## src/pmt_pkg.sv

```systemverilog
package pmt_pkg;

  localparam int CLK_PERIOD_NS = 50;

  // pio timing per mode 0..4, ns
  localparam int PIO_CYCLE_NS [5] = '{600, 383, 240, 180, 120};
  localparam int PIO_ACTIVE_NS [5] = '{165, 125, 100, 80, 70};
  localparam int PIO_RECOV_NS [5] = '{0, 0, 0, 70, 25};
  localparam int PIO_SETUP_NS [5] = '{70, 50, 30, 30, 25};
  localparam int PIO_HOLD_NS [5] = '{20, 15, 10, 10, 10};
  localparam int READY_SAMPLE_DELAY_NS = 35;
  localparam int READ_BUS_RELEASE_TIME_NS = 30;

  // multiword dma timing per mode 0..2, ns
  localparam int DMA_CYCLE_NS [3] = '{480, 150, 120};
  localparam int DMA_ACTIVE_NS [3] = '{215, 80, 70};
  localparam int DMA_NEG_RD_NS [3] = '{50, 50, 25};
  localparam int DMA_NEG_WR_NS [3] = '{215, 50, 25};
  localparam int STROBE_TO_ACK_HOLD_NS [3] = '{20, 5, 5};
  localparam int READ_TO_REQUEST_DELAY_NS [3] = '{120, 40, 35};

  localparam int PIO_MODE_MAX = 4;
  localparam int DMA_MODE_MAX = 2;

  // identify words holding the reported minimum cycle times
  localparam logic [7:0] ID_WORD_PIO_CYCLE = 8'h44;
  localparam logic [7:0] ID_WORD_DMA_CYCLE = 8'h41;

  localparam logic [2:0] PIO_MODE_RESET = 3'h0;
  localparam logic [1:0] DMA_MODE_RESET = 2'h0;
  localparam logic [7:0] CNT_RESET = 8'h00;

  // least-time ns to cycles, rounded up, never below one
  function automatic logic [7:0] pmt_cyc(input int ns);
    int c;
    c = (ns + CLK_PERIOD_NS - 1) / CLK_PERIOD_NS;
    if (c < 1) begin
      c = 1;
    end
    return c[7:0];
  endfunction : pmt_cyc

  typedef struct packed {
    logic write;
    logic dma;
    logic [2:0] addr;
    logic [1:0] cs_n;
    logic [15:0] data;
  } pmt_req_s;

  typedef struct packed {
    logic [15:0] data;
    logic write;
  } pmt_rsp_s;

endpackage : pmt_pkg

```

## src/pmt_host.sv

```systemverilog
`timescale 1ns/1ps
`default_nettype none
module pmt_host
  import pmt_pkg::*;
(
  input wire logic CLK,
  input wire logic NRST,
  input wire logic [2:0] PIO_MODE,
  input wire logic [1:0] DMA_MODE,
  input wire logic [15:0] ID_MIN_CYCLE_NS,
  input wire logic REQ_VALID,
  output logic REQ_READY,
  input wire pmt_req_s REQ,
  output logic RSP_VALID,
  input wire logic RSP_READY,
  output pmt_rsp_s RSP,
  output logic [15:0] DD_O,
  input wire logic [15:0] DD_I,
  output logic DD_OE,
  output logic [2:0] DA,
  output logic [1:0] CS_N,
  output logic DIOR_N,
  output logic DIOW_N,
  output logic DMACK_N,
  input wire logic IORDY,
  input wire logic DMARQ
);

  typedef enum {S_IDLE, S_SETUP, S_ACTIVE, S_WAIT, S_RECOV, S_HOLD} pmt_state_e;

  pmt_state_e state_reg, state_next;
  logic [7:0] cnt_reg, cnt_next;
  logic [7:0] cyc_reg, cyc_next;
  pmt_req_s cur_reg, cur_next;
  logic [2:0] pmode_reg, pmode_next;
  logic [1:0] dmode_reg, dmode_next;
  logic [15:0] dd_o_reg, dd_o_next;
  logic dd_oe_reg, dd_oe_next;
  logic rd_n_reg, rd_n_next, wr_n_reg, wr_n_next, ack_n_reg, ack_n_next;
  logic push_valid;
  pmt_rsp_s push_data;
  logic push_ready;
  pmt_rsp_s buf_reg [2];
  pmt_rsp_s buf_next [2];
  logic [1:0] fill_reg, fill_next;
  logic ready_reg, ready_next;
  logic valid_reg, valid_next;
  logic [1:0] cs_n_reg, cs_n_next;

  // minimum cycle figure: larger of the mode table and the device's reported value
  function automatic logic [7:0] min_cyc(input logic dma, input logic [2:0] pm,
                                         input logic [1:0] dm, input logic [15:0] rep);
    int t;
    t = dma ? DMA_CYCLE_NS[dm] : PIO_CYCLE_NS[pm];
    if (int'(rep) > t) begin
      t = int'(rep);
    end
    return pmt_cyc(t);
  endfunction : min_cyc

  function automatic logic [7:0] act_cyc(input logic dma, input logic [2:0] pm,
                                         input logic [1:0] dm);
    int t;
    t = dma ? DMA_ACTIVE_NS[dm] : PIO_ACTIVE_NS[pm];
    if (!dma && pmt_cyc(READY_SAMPLE_DELAY_NS) > pmt_cyc(t)) begin
      t = READY_SAMPLE_DELAY_NS;
    end
    return pmt_cyc(t);
  endfunction : act_cyc

  function automatic logic [7:0] rec_cyc(input pmt_req_s r, input logic [2:0] pm,
                                         input logic [1:0] dm);
    int t;
    if (r.dma) begin
      t = r.write ? DMA_NEG_WR_NS[dm] : DMA_NEG_RD_NS[dm];
    end else begin
      t = PIO_RECOV_NS[pm];
      if (PIO_HOLD_NS[pm] > t) begin
        t = PIO_HOLD_NS[pm];
      end
    end
    if (!r.write && READ_BUS_RELEASE_TIME_NS > t) begin
      t = READ_BUS_RELEASE_TIME_NS;
    end
    return pmt_cyc(t);
  endfunction : rec_cyc

  assign REQ_READY = ready_reg;

  always_comb begin
    state_next = state_reg;
    cnt_next = cnt_reg + 8'h01;
    cyc_next = cyc_reg + 8'h01;
    cur_next = cur_reg;
    pmode_next = pmode_reg;
    dmode_next = dmode_reg;
    dd_o_next = dd_o_reg;
    dd_oe_next = dd_oe_reg;
    rd_n_next = rd_n_reg;
    wr_n_next = wr_n_reg;
    ack_n_next = ack_n_reg;
    push_valid = 1'b0;
    push_data = '{data: DD_I, write: cur_reg.write};
    case (state_reg)
      S_IDLE: begin
        if (REQ_VALID) begin
          cur_next = REQ;
          // modes above the supported maximum fall back to the defaults
          pmode_next = (PIO_MODE > 3'(PIO_MODE_MAX)) ? PIO_MODE_RESET : PIO_MODE;
          dmode_next = (DMA_MODE > 2'(DMA_MODE_MAX)) ? DMA_MODE_RESET : DMA_MODE;
          dd_o_next = REQ.data;
          dd_oe_next = REQ.write;
          ack_n_next = !REQ.dma;
          cnt_next = CNT_RESET;
          cyc_next = CNT_RESET;
          state_next = S_SETUP;
        end
      end
      S_SETUP: begin
        // address leads a pio strobe by at least setup time; a dma strobe follows ack one clock later, with no setup count
        if (cur_reg.dma || cnt_reg + 8'h01 >= pmt_cyc(PIO_SETUP_NS[pmode_reg])) begin
          rd_n_next = cur_reg.write;
          wr_n_next = !cur_reg.write;
          cnt_next = CNT_RESET;
          state_next = S_ACTIVE;
        end
      end
      S_ACTIVE: begin
        if (cnt_reg + 8'h01 >= act_cyc(cur_reg.dma, pmode_reg, dmode_reg)) begin
          state_next = cur_reg.dma ? S_HOLD : S_WAIT;
        end
      end
      S_WAIT: begin
        // ready is sampled after the ready sample delay; low holds the strobe open
        // only reads need room in the buffer; a write never waits on it
        if (IORDY && (cur_reg.write || push_ready)) begin
          state_next = S_HOLD;
        end
      end
      S_HOLD: begin
        if (cur_reg.write || push_ready) begin
          push_valid = !cur_reg.write;
          rd_n_next = 1'b1;
          wr_n_next = 1'b1;
          cnt_next = CNT_RESET;
          state_next = S_RECOV;
        end
      end
      S_RECOV: begin
        if (cnt_reg == 8'h00) begin
          dd_oe_next = 1'b0;
        end
        // recovery stretched until the whole cycle also meets its minimum
        if (cnt_reg + 8'h01 >= rec_cyc(cur_reg, pmode_reg, dmode_reg) &&
            cnt_reg + 8'h01 >= pmt_cyc(STROBE_TO_ACK_HOLD_NS[dmode_reg]) &&
            cyc_reg + 8'h01 >= min_cyc(cur_reg.dma, pmode_reg, dmode_reg,
                                       ID_MIN_CYCLE_NS)) begin
          // ack stays low across a burst while the device still requests and another dma request is already waiting
          ack_n_next = !(cur_reg.dma && DMARQ && REQ_VALID && REQ.dma);
          state_next = S_IDLE;
        end
      end
      default: state_next = S_IDLE;
    endcase
    // registered so that the handshake and selects leave straight from flops
    ready_next = (state_next == S_IDLE);
    cs_n_next = (state_next == S_IDLE) ? 2'b11 : cur_next.cs_n;
  end

  always_ff @(posedge CLK) begin
    if (!NRST) begin
      state_reg <= S_IDLE;
      cnt_reg <= CNT_RESET;
      cyc_reg <= CNT_RESET;
      cur_reg <= '0;
      pmode_reg <= PIO_MODE_RESET;
      dmode_reg <= DMA_MODE_RESET;
      dd_o_reg <= '0;
      dd_oe_reg <= 1'b0;
      rd_n_reg <= 1'b1;
      wr_n_reg <= 1'b1;
      ack_n_reg <= 1'b1;
      ready_reg <= 1'b1;
      cs_n_reg <= 2'b11;
    end else begin
      state_reg <= state_next;
      cnt_reg <= cnt_next;
      cyc_reg <= cyc_next;
      cur_reg <= cur_next;
      pmode_reg <= pmode_next;
      dmode_reg <= dmode_next;
      dd_o_reg <= dd_o_next;
      dd_oe_reg <= dd_oe_next;
      rd_n_reg <= rd_n_next;
      wr_n_reg <= wr_n_next;
      ack_n_reg <= ack_n_next;
      ready_reg <= ready_next;
      cs_n_reg <= cs_n_next;
    end
  end

  // two-entry read buffer; strobe held asserted while it is full
  assign push_ready = (fill_reg != 2'd2);

  always_comb begin
    buf_next = buf_reg;
    fill_next = fill_reg;
    if (RSP_VALID && RSP_READY) begin
      buf_next[0] = buf_reg[1];
      fill_next = fill_next - 2'd1;
    end
    if (push_valid) begin
      buf_next[fill_next[0]] = push_data;
      fill_next = fill_next + 2'd1;
    end
    valid_next = (fill_next != 2'd0);
  end

  always_ff @(posedge CLK) begin
    if (!NRST) begin
      buf_reg <= '{default: '0};
      fill_reg <= 2'd0;
      valid_reg <= 1'b0;
    end else begin
      buf_reg <= buf_next;
      fill_reg <= fill_next;
      valid_reg <= valid_next;
    end
  end

  assign RSP_VALID = valid_reg;
  assign RSP = buf_reg[0];
  assign DD_O = dd_o_reg;
  assign DD_OE = dd_oe_reg;
  assign DA = cur_reg.addr;
  assign CS_N = cs_n_reg;
  assign DIOR_N = rd_n_reg;
  assign DIOW_N = wr_n_reg;
  assign DMACK_N = ack_n_reg;

endmodule : pmt_host
`default_nettype wire

```

## config.mk

```make
export PLATFORM = sky130hd
export DESIGN_NAME = pmt_host
export DESIGN_NICKNAME = d
export VERILOG_FILES = /design/src/pmt_pkg.sv /design/src/pmt_host.sv
export SDC_FILE = /design/constraint.sdc
export NUM_CORES = 1
export LEC_CHECK = 0
export ABC_AREA = 0
export BUFFER_PORTS_ARGS = -buffer_cell sky130_fd_sc_hd__buf_2
export CORE_ASPECT_RATIO = 1.5
export CORE_MARGIN = 2
export CORE_UTILIZATION = 55
export CTS_CLUSTER_SIZE = 20
export DETAILED_ROUTE_END_ITERATION = 7
export PLACE_DENSITY = 0.87
export SLEW_MARGIN = 15
export SYNTH_ARGS = -nofsm -noshare
export SYNTH_HDL_FRONTEND = slang
export SYNTH_SLANG_ARGS = --single-unit
```

## constraint.sdc

```tcl
create_clock -name CLK -period 13.4 [get_ports CLK]
set_input_delay 0.67 -clock CLK [delete_from_list [all_inputs] [get_ports CLK]]
set_output_delay 0.67 -clock CLK [all_outputs]
set_load 0.1 [all_outputs]
```

After elaboration in Yosys (flattened, before gate mapping):

Memories as Yosys holds them, arrays and structs flattened.
Cells that the tools add are included.
W data, S select, Z words.

* div/mod/pow operators: 6
* order comparisons: 21
* reductions and logical operators: 27
* bitwise logic cells: 4
* multiplexer cells: 87
* eq/ne operators: 11
* $add $sub $neg: 16

Operator list (count)
* $mux W32: 38
* $bmux W32 S2: 5
* $add A32 B7 Y32 const B: 6
* $div A32 B7 Y32 const B: 6
* $lt A32 B2 Y1 const B: 6
* $pmux W32 S6: 1
* $sub A32 B2 Y32 const B: 6
* $mux W8: 17
* $eq A32 B2 Y1 const B: 2
* $eq A32 B3 Y1 const B: 2
* $logic_not A32 Y1: 2
* $ge A8 B8 Y1: 5
* $mux W18: 2
* $bwmux W34: 1
* $mux W17: 2
* $mux W34: 1
* $eq A32 B1 Y1 const B: 1
* $gt A17 B32 Y1: 1
* $gt A32 B32 Y1: 1
* $gt A6 B32 Y1 const A: 1
* $pmux W8 S3: 1
* $demux W17 S1: 1
* $add A8 B1 Y8 const B: 2
* $ne A2 B2 Y1 const B: 6
* 25 further kinds: 56

* logic and storage cells: 199
* output and inout port bits: 44
* ROM bits: 1280
* bits of input ports: 66
* bits in registers: 120
* memories kept: 5

Memories
* (no name shown): depth 8, width 32, read ports 1, clocked after Yosys merged registers in 0, write ports 0, line pmt_host.sv:54 `t = dma ? DMA_CYCLE_NS[dm] : PIO_CYCLE_NS[pm];`
* (no name shown): depth 8, width 32, read ports 1, clocked after Yosys merged registers in 0, write ports 0, line pmt_host.sv:79 `t = PIO_HOLD_NS[pm];`
* (no name shown): depth 8, width 32, read ports 1, clocked after Yosys merged registers in 0, write ports 0, line pmt_host.sv:77 `t = PIO_RECOV_NS[pm];`
* (no name shown): depth 8, width 32, read ports 1, clocked after Yosys merged registers in 0, write ports 0, line pmt_host.sv:64 `t = dma ? DMA_ACTIVE_NS[dm] : PIO_ACTIVE_NS[pm];`
* (no name shown): depth 8, width 32, read ports 1, clocked after Yosys merged registers in 0, write ports 0, line pmt_host.sv:121 `if (cur_reg.dma || cnt_reg + 8'h01 >= pmt_cyc(PIO_SETUP_NS[pmode_reg])) begin`

Depth between registers and ports, before layout:

* word-level depth: 26
* gate-level depth with buffers: 63
* mapped depth without buffers: 57

Worst setup path before layout:

No wires, ideal clock.

* path kind: register to register
* start: register cur_reg[21] (netlist name)
* end: register cs_n_reg[0] (netlist: CS_N[0])
* data arrival time: 11.910 ns
* clock period less this slack: 12.042 ns
* path buffers: 8
* setup slack: 1.358 ns
* required time: 13.268 ns
* stages on the path, launching flop included: 61
* library setup time: 0.132 ns
* path through: dfxtp_1 > clkbuf_1 > or2_2 > clkbuf_1 > or3_1 > clkbuf_1 > ha_1 > a211oi_1 > nand2_1 > or3_1 > o21ai_4 > buf_6 > clkbuf_1 > o21ai_0 > ha_1 > a311oi_1 > nor3_1 > and4_1 > [... 25 more ...] > a221oi_1 > o21ai_1 > ha_1 > nand2b_1 > a21o_1 > a21o_1 > a21oi_1 > nor2b_1 > o21ai_0 > nand2b_1 > a21oi_1 > nor2b_1 > o21ai_0 > a21oi_1 > nor2_1 > a41oi_1 > nand3_1 > nand3_1

* word-level cells in the longest chain between the ends: 22
* elaborated cells between the ends (all ways): 53
* those cells by class: 8 x add/sub; 4 x div; 10 x order compare; 23 x mux; 8 x reduce/logical

Ends and longest elaborated chain
* start: declaration: line pmt_host.sv:34 `pmt_req_s cur_reg, cur_next;`
* start signal: assignment: line pmt_host.sv:189 `cur_reg <= cur_next;`
* $mux W32: line pmt_host.sv:64
* $add A32 B7 Y32: line pmt_pkg.sv:36 `c = (ns + CLK_PERIOD_NS - 1) / CLK_PERIOD_NS;`
* $sub A32 B2 Y32: line pmt_pkg.sv:36
* $div A32 B7 Y32: line pmt_pkg.sv:36
* $lt A32 B2 Y1: line pmt_pkg.sv:37 `if (c < 1) begin`
* $mux W8: line pmt_pkg.sv:37
* $mux W8: line pmt_host.sv:104 `case (state_reg)`
* $gt A1 B8 Y1: line pmt_host.sv:65 `if (!dma && pmt_cyc(READY_SAMPLE_DELAY_NS) > pmt_cyc(t)) begin`
* [... 6 more ...]
* $lt A32 B2 Y1: line pmt_pkg.sv:37
* $mux W8: line pmt_pkg.sv:37
* $mux W8: line pmt_host.sv:104
* $ge A8 B8 Y1: line pmt_host.sv:129 `if (cnt_reg + 8'h01 >= act_cyc(cur_reg.dma, pmode_reg, dmode_reg)) begin`
* $mux W32: line pmt_host.sv:129
* $pmux W32 S6 (*): line pmt_host.sv:104
* $logic_not A32 Y1 (*): line pmt_host.sv:167 `cs_n_next = (state_next == S_IDLE) ? 2'b11 : cur_next.cs_n;`
* $reduce_or A2 Y1 (no source line) (*)
* end signal: assignment: line pmt_host.sv:198 `cs_n_reg <= cs_n_next;`
* end: declaration: line pmt_host.sv:48 `logic [1:0] cs_n_reg, cs_n_next;`

Every way passes the cells marked *; elsewhere a longest branch is shown, timed or not. The select of a mux whose other input is x is not followed.
A chain may end at the register's enable or synchronous reset.

Worst setup path after layout:

* start: register cur_reg[21] (netlist name)
* end: register cs_n_reg[1] (netlist: CS_N[1])

Same word-level chain as after synthesis.

==> impl_metrics.py <==
metrics = {
    "critical_path": {
        "crit-reg2reg-launch": "cur_reg[21]$_SDFFE_PN0P_",
        "critPathMaxStageDelay_ps": 550,
        "critPathMaxFanout": 20,
        "critPathMostFrequentCell": "a21oi_1",
        "path_buf_inv": 5,
        "crit_path_top_delay_cell": "or4b_4",
        "arrival_ps": 13010,
        "crit_start": "cur_reg[21]$_SDFFE_PN0P_",
        "required_ps": 13670,
        "cp-start-kind": "register",
        "crit_family": "compound AO/OA/AOI/OAI gates",
        "critical_path.endpoint_type": "register",
        "crit_type": "register to register",
    },
    "placed_design": {
        "dpl.hpwl_um": 18900,
        "portBuffers": 109,
        "gp_congestion": 0.966,
        "placedCellCount": 1469,
    },
    "layout": {
        "antenna_cells": 0,
        "mostFrequentLayoutCells": "nand2_1 (159), dfxtp_1 (119), buf_2 (109)",
        "multi_input_area_mm2": 0.00673,
        "seq_area_mm2": 0.00240,
        "nNetsFinal": 1404,
        "syn2layout_area_growth_pct": 15.6,
        "layout_commonest_cell": "nand2_1",
        "stdcell_count": 1511,
        "fillers": 1307,
        "layout-drive-gt1-share_pct": 19.5,
    },
    "die": {
        "start_util_pct": 56.1,
        "die_w_um": 111,
        "dieArea_mm2": 0.0181,
        "core.rowCount": 58,
        "die_h_um": 164,
        "core_area_mm2": 0.0167,
        "io-pin-count": 110,
    },
    "logic_synthesis": {
        "ys.warnings.count": 0,
        "synthXorXnorAreaFrac_pct": 4.92,
        "synth-compound-area-share_pct": 26.8,
        "async_flop_share_pct": 0,
        "synth_ff_type": "dfxtp_1",
        "syn_inst": 1202,
        "ys_seq_area_share_pct": 25.7,
        "ys_types": 108,
        "synthSimpleGateAreaFrac_pct": 25.6,
        "synth-seq-cells": 120,
        "synthesis.area_mm2": 0.00937,
        "synth_top_family_by_area": "compound AO/OA/AOI/OAI gates",
        "synth_edf_count": 0,
        "yosys.area_share.adder_pct": 6.80,
        "avgSynthCellArea_um2": 7.79,
        "synth.area.mux_share_pct": 3.62,
    },
    "detailed_routing": {
        "avgViaCountPerCell": 6.46,
        "dr_total_vias": 9765,
        "drt_pass1_iterations": 5,
        "drt_iter0_drc": 829,
        "drc": 0,
        "wl_um": 27600,
        "wl_per_cell_um": 18.3,
        "postRouteAntennaNets": 0,
    },
    "timing": {
        "fin_worst_skew_ps": 15.5,
        "maxSlewHeadroom_pct": 24.0,
        "hold_viol": 0,
        "drv_slew": 0,
        "fin_tns_setup_ps": 0,
        "worst_slew_pin_slew_ps": 1140,
        "finalCritPeriodShare_pct": 95.1,
        "setup_viol": 0,
        "period_needed_ps": 12750,
        "clock.fmax_ghz": 0.0784,
    },
    "global_route": {
        "antenna_found_initial": 0,
        "track_usage_pct": 28.5,
        "grt_pass1_vias": 9386,
        "grt_pass1_wl_um": 43500,
        "grt_max_degree": 69,
        "grt_overflow": 0,
    },
    "clock_tree": {
        "tritoncts": "done",
        "htreeDepth": 4,
        "cts_buffer_depth": 2,
        "clock-root-buffer": "clkbuf_16",
        "clock_sinks": 120,
        "numCtsBuffers": 17,
        "insertion_delay_ps": 420,
        "clk_pin_slew_ps": 60,
    },
    "run_status": {
        "status": "completed",
    },
    "power_and_ir_drop": {
        "pwr-share-seq_pct": 19.6,
        "power_frac_clock_pct": 25.3,
        "p_int_uw": 1080,
        "switchingPower_uw": 798,
        "p_leak_uw": 0.00435,
        "switching_share_pct": 42.4,
        "combPwrFrac_pct": 55.1,
        "ir_worst_vdd_mv": 0.144,
        "power.density_mw_per_mm2": 174,
    },
    "job": {
        "drv_cap": 0,
    },
    "hold_path": {
        "holdCritStartpoint": "DD_O[1]$_SDFFE_PN0P_",
        "hp-class": "register to register",
    },
}
==> per-layer routing <==
layer	wire (um)	part of all wire (%)	track usage [%]	vias up
li1	-	-	-	4538
met1	10000	36	29.9	4533
met2	14300	52	54.2	553
met3	1940	7.0	4.39	141
met4	1360	4.9	15.5	0
met5	0	0	0	-
==> tightest hold or removal path, delay by kind of cell (launching register included) <==
family,cells,cell delay (ps)
flip-flops,1,300
AO/OA/AOI/OAI,1,50
AND/OR/NAND/NOR,1,50
==> power groups by stage <==
stage | Combinational [uW] | Sequential (uW) | Clock (uW)
after floorplan | 753 | 381 | 0
after global placement | 918 | 376 | 0
after detailed placement | 932 | 377 | 0
after CTS | 938 | 369 | 478
after global routing | 1130 | 370 | 494
final | 1040 | 369 | 476
==> kinds of logic after synthesis <==
| group | count (synthesis) |
|---|---|
| buffers and inverters | 120 |
| XOR/XNOR | 47 |
| AND/OR/NAND/NOR | 492 |
| adder cells (fa/ha/maj) | 51 |
| flip-flops | 120 |
| multiplexers | 33 |
| AO/OA/AOI/OAI | 337 |
| other | 2 |
==> final cells by class <==
cell class | instances | area share (%)
multi-input cells | 991 | 62.2
flip-flops and latches | 120 | 22.2
repair buffers | 128 | 6.36
clock buffers | 20 | 4.22
well taps | 210 | 2.43
clock inverters | 12 | 1.55
inverters | 30 | 1.04
==> Yosys cell counts (13+ instances only) <==
master / n / area (um2)
buf_4: 36 / 270
o21ai_0: 46 / 230
a21oi_1: 77 / 385
nand3_1: 56 / 280
o211ai_1: 18 / 135
a211oi_1: 19 / 143
and2_1: 13 / 81.3
ha_1: 50 / 626
dfxtp_1: 120 / 2400
xor2_1: 19 / 166
xnor2_1: 23 / 201
a21o_1: 13 / 97.6
nand2b_1: 13 / 81.3
nor2_1: 110 / 413
nor3_1: 32 / 160
mux2i_1: 28 / 280
nand2_1: 160 / 601
inv_1: 30 / 113
clkbuf_1: 42 / 158
and3_1: 20 / 125
a311oi_1: 19 / 166
==> what timing repair did <==
| action | CTS | global route |
|---|---|---|
| setup endpoints to repair | 3 | 5 |
| resized for setup | 2 | 54 |
| pin swaps | 0 | 12 |
| endpoints found under the hold margin | 0 | 0 |
| buffers inserted | 0 | 10 |
| hold buffers | 0 | 0 |
==> worst paths after layout <==
path              slack [ps]              endpoint  cells after the start
setup / recovery         650    CS_N[1]$_SDFF_PP1_                     59
hold / removal           450  DD_O[1]$_SDFFE_PN0P_                      2
setup reg to reg         650    CS_N[1]$_SDFF_PP1_                     59
hold reg to reg          450  DD_O[1]$_SDFFE_PN0P_                      2
==> through the flow <==
step	util [%]	instance area (um2)	power [uW]	hold slack (ps)	worst slack, ps
global route	64.9	10800	1990	479	-86.2
global placement	59.0	9850	1290	439	546
floorplan	-	9470	1130	437	1360
detailed placement	59.0	9850	1310	444	62.8
finish	64.9	10800	1880	452	651
CTS	62.8	10500	1780	454	25.4
(Power assumes the default switching activity.)
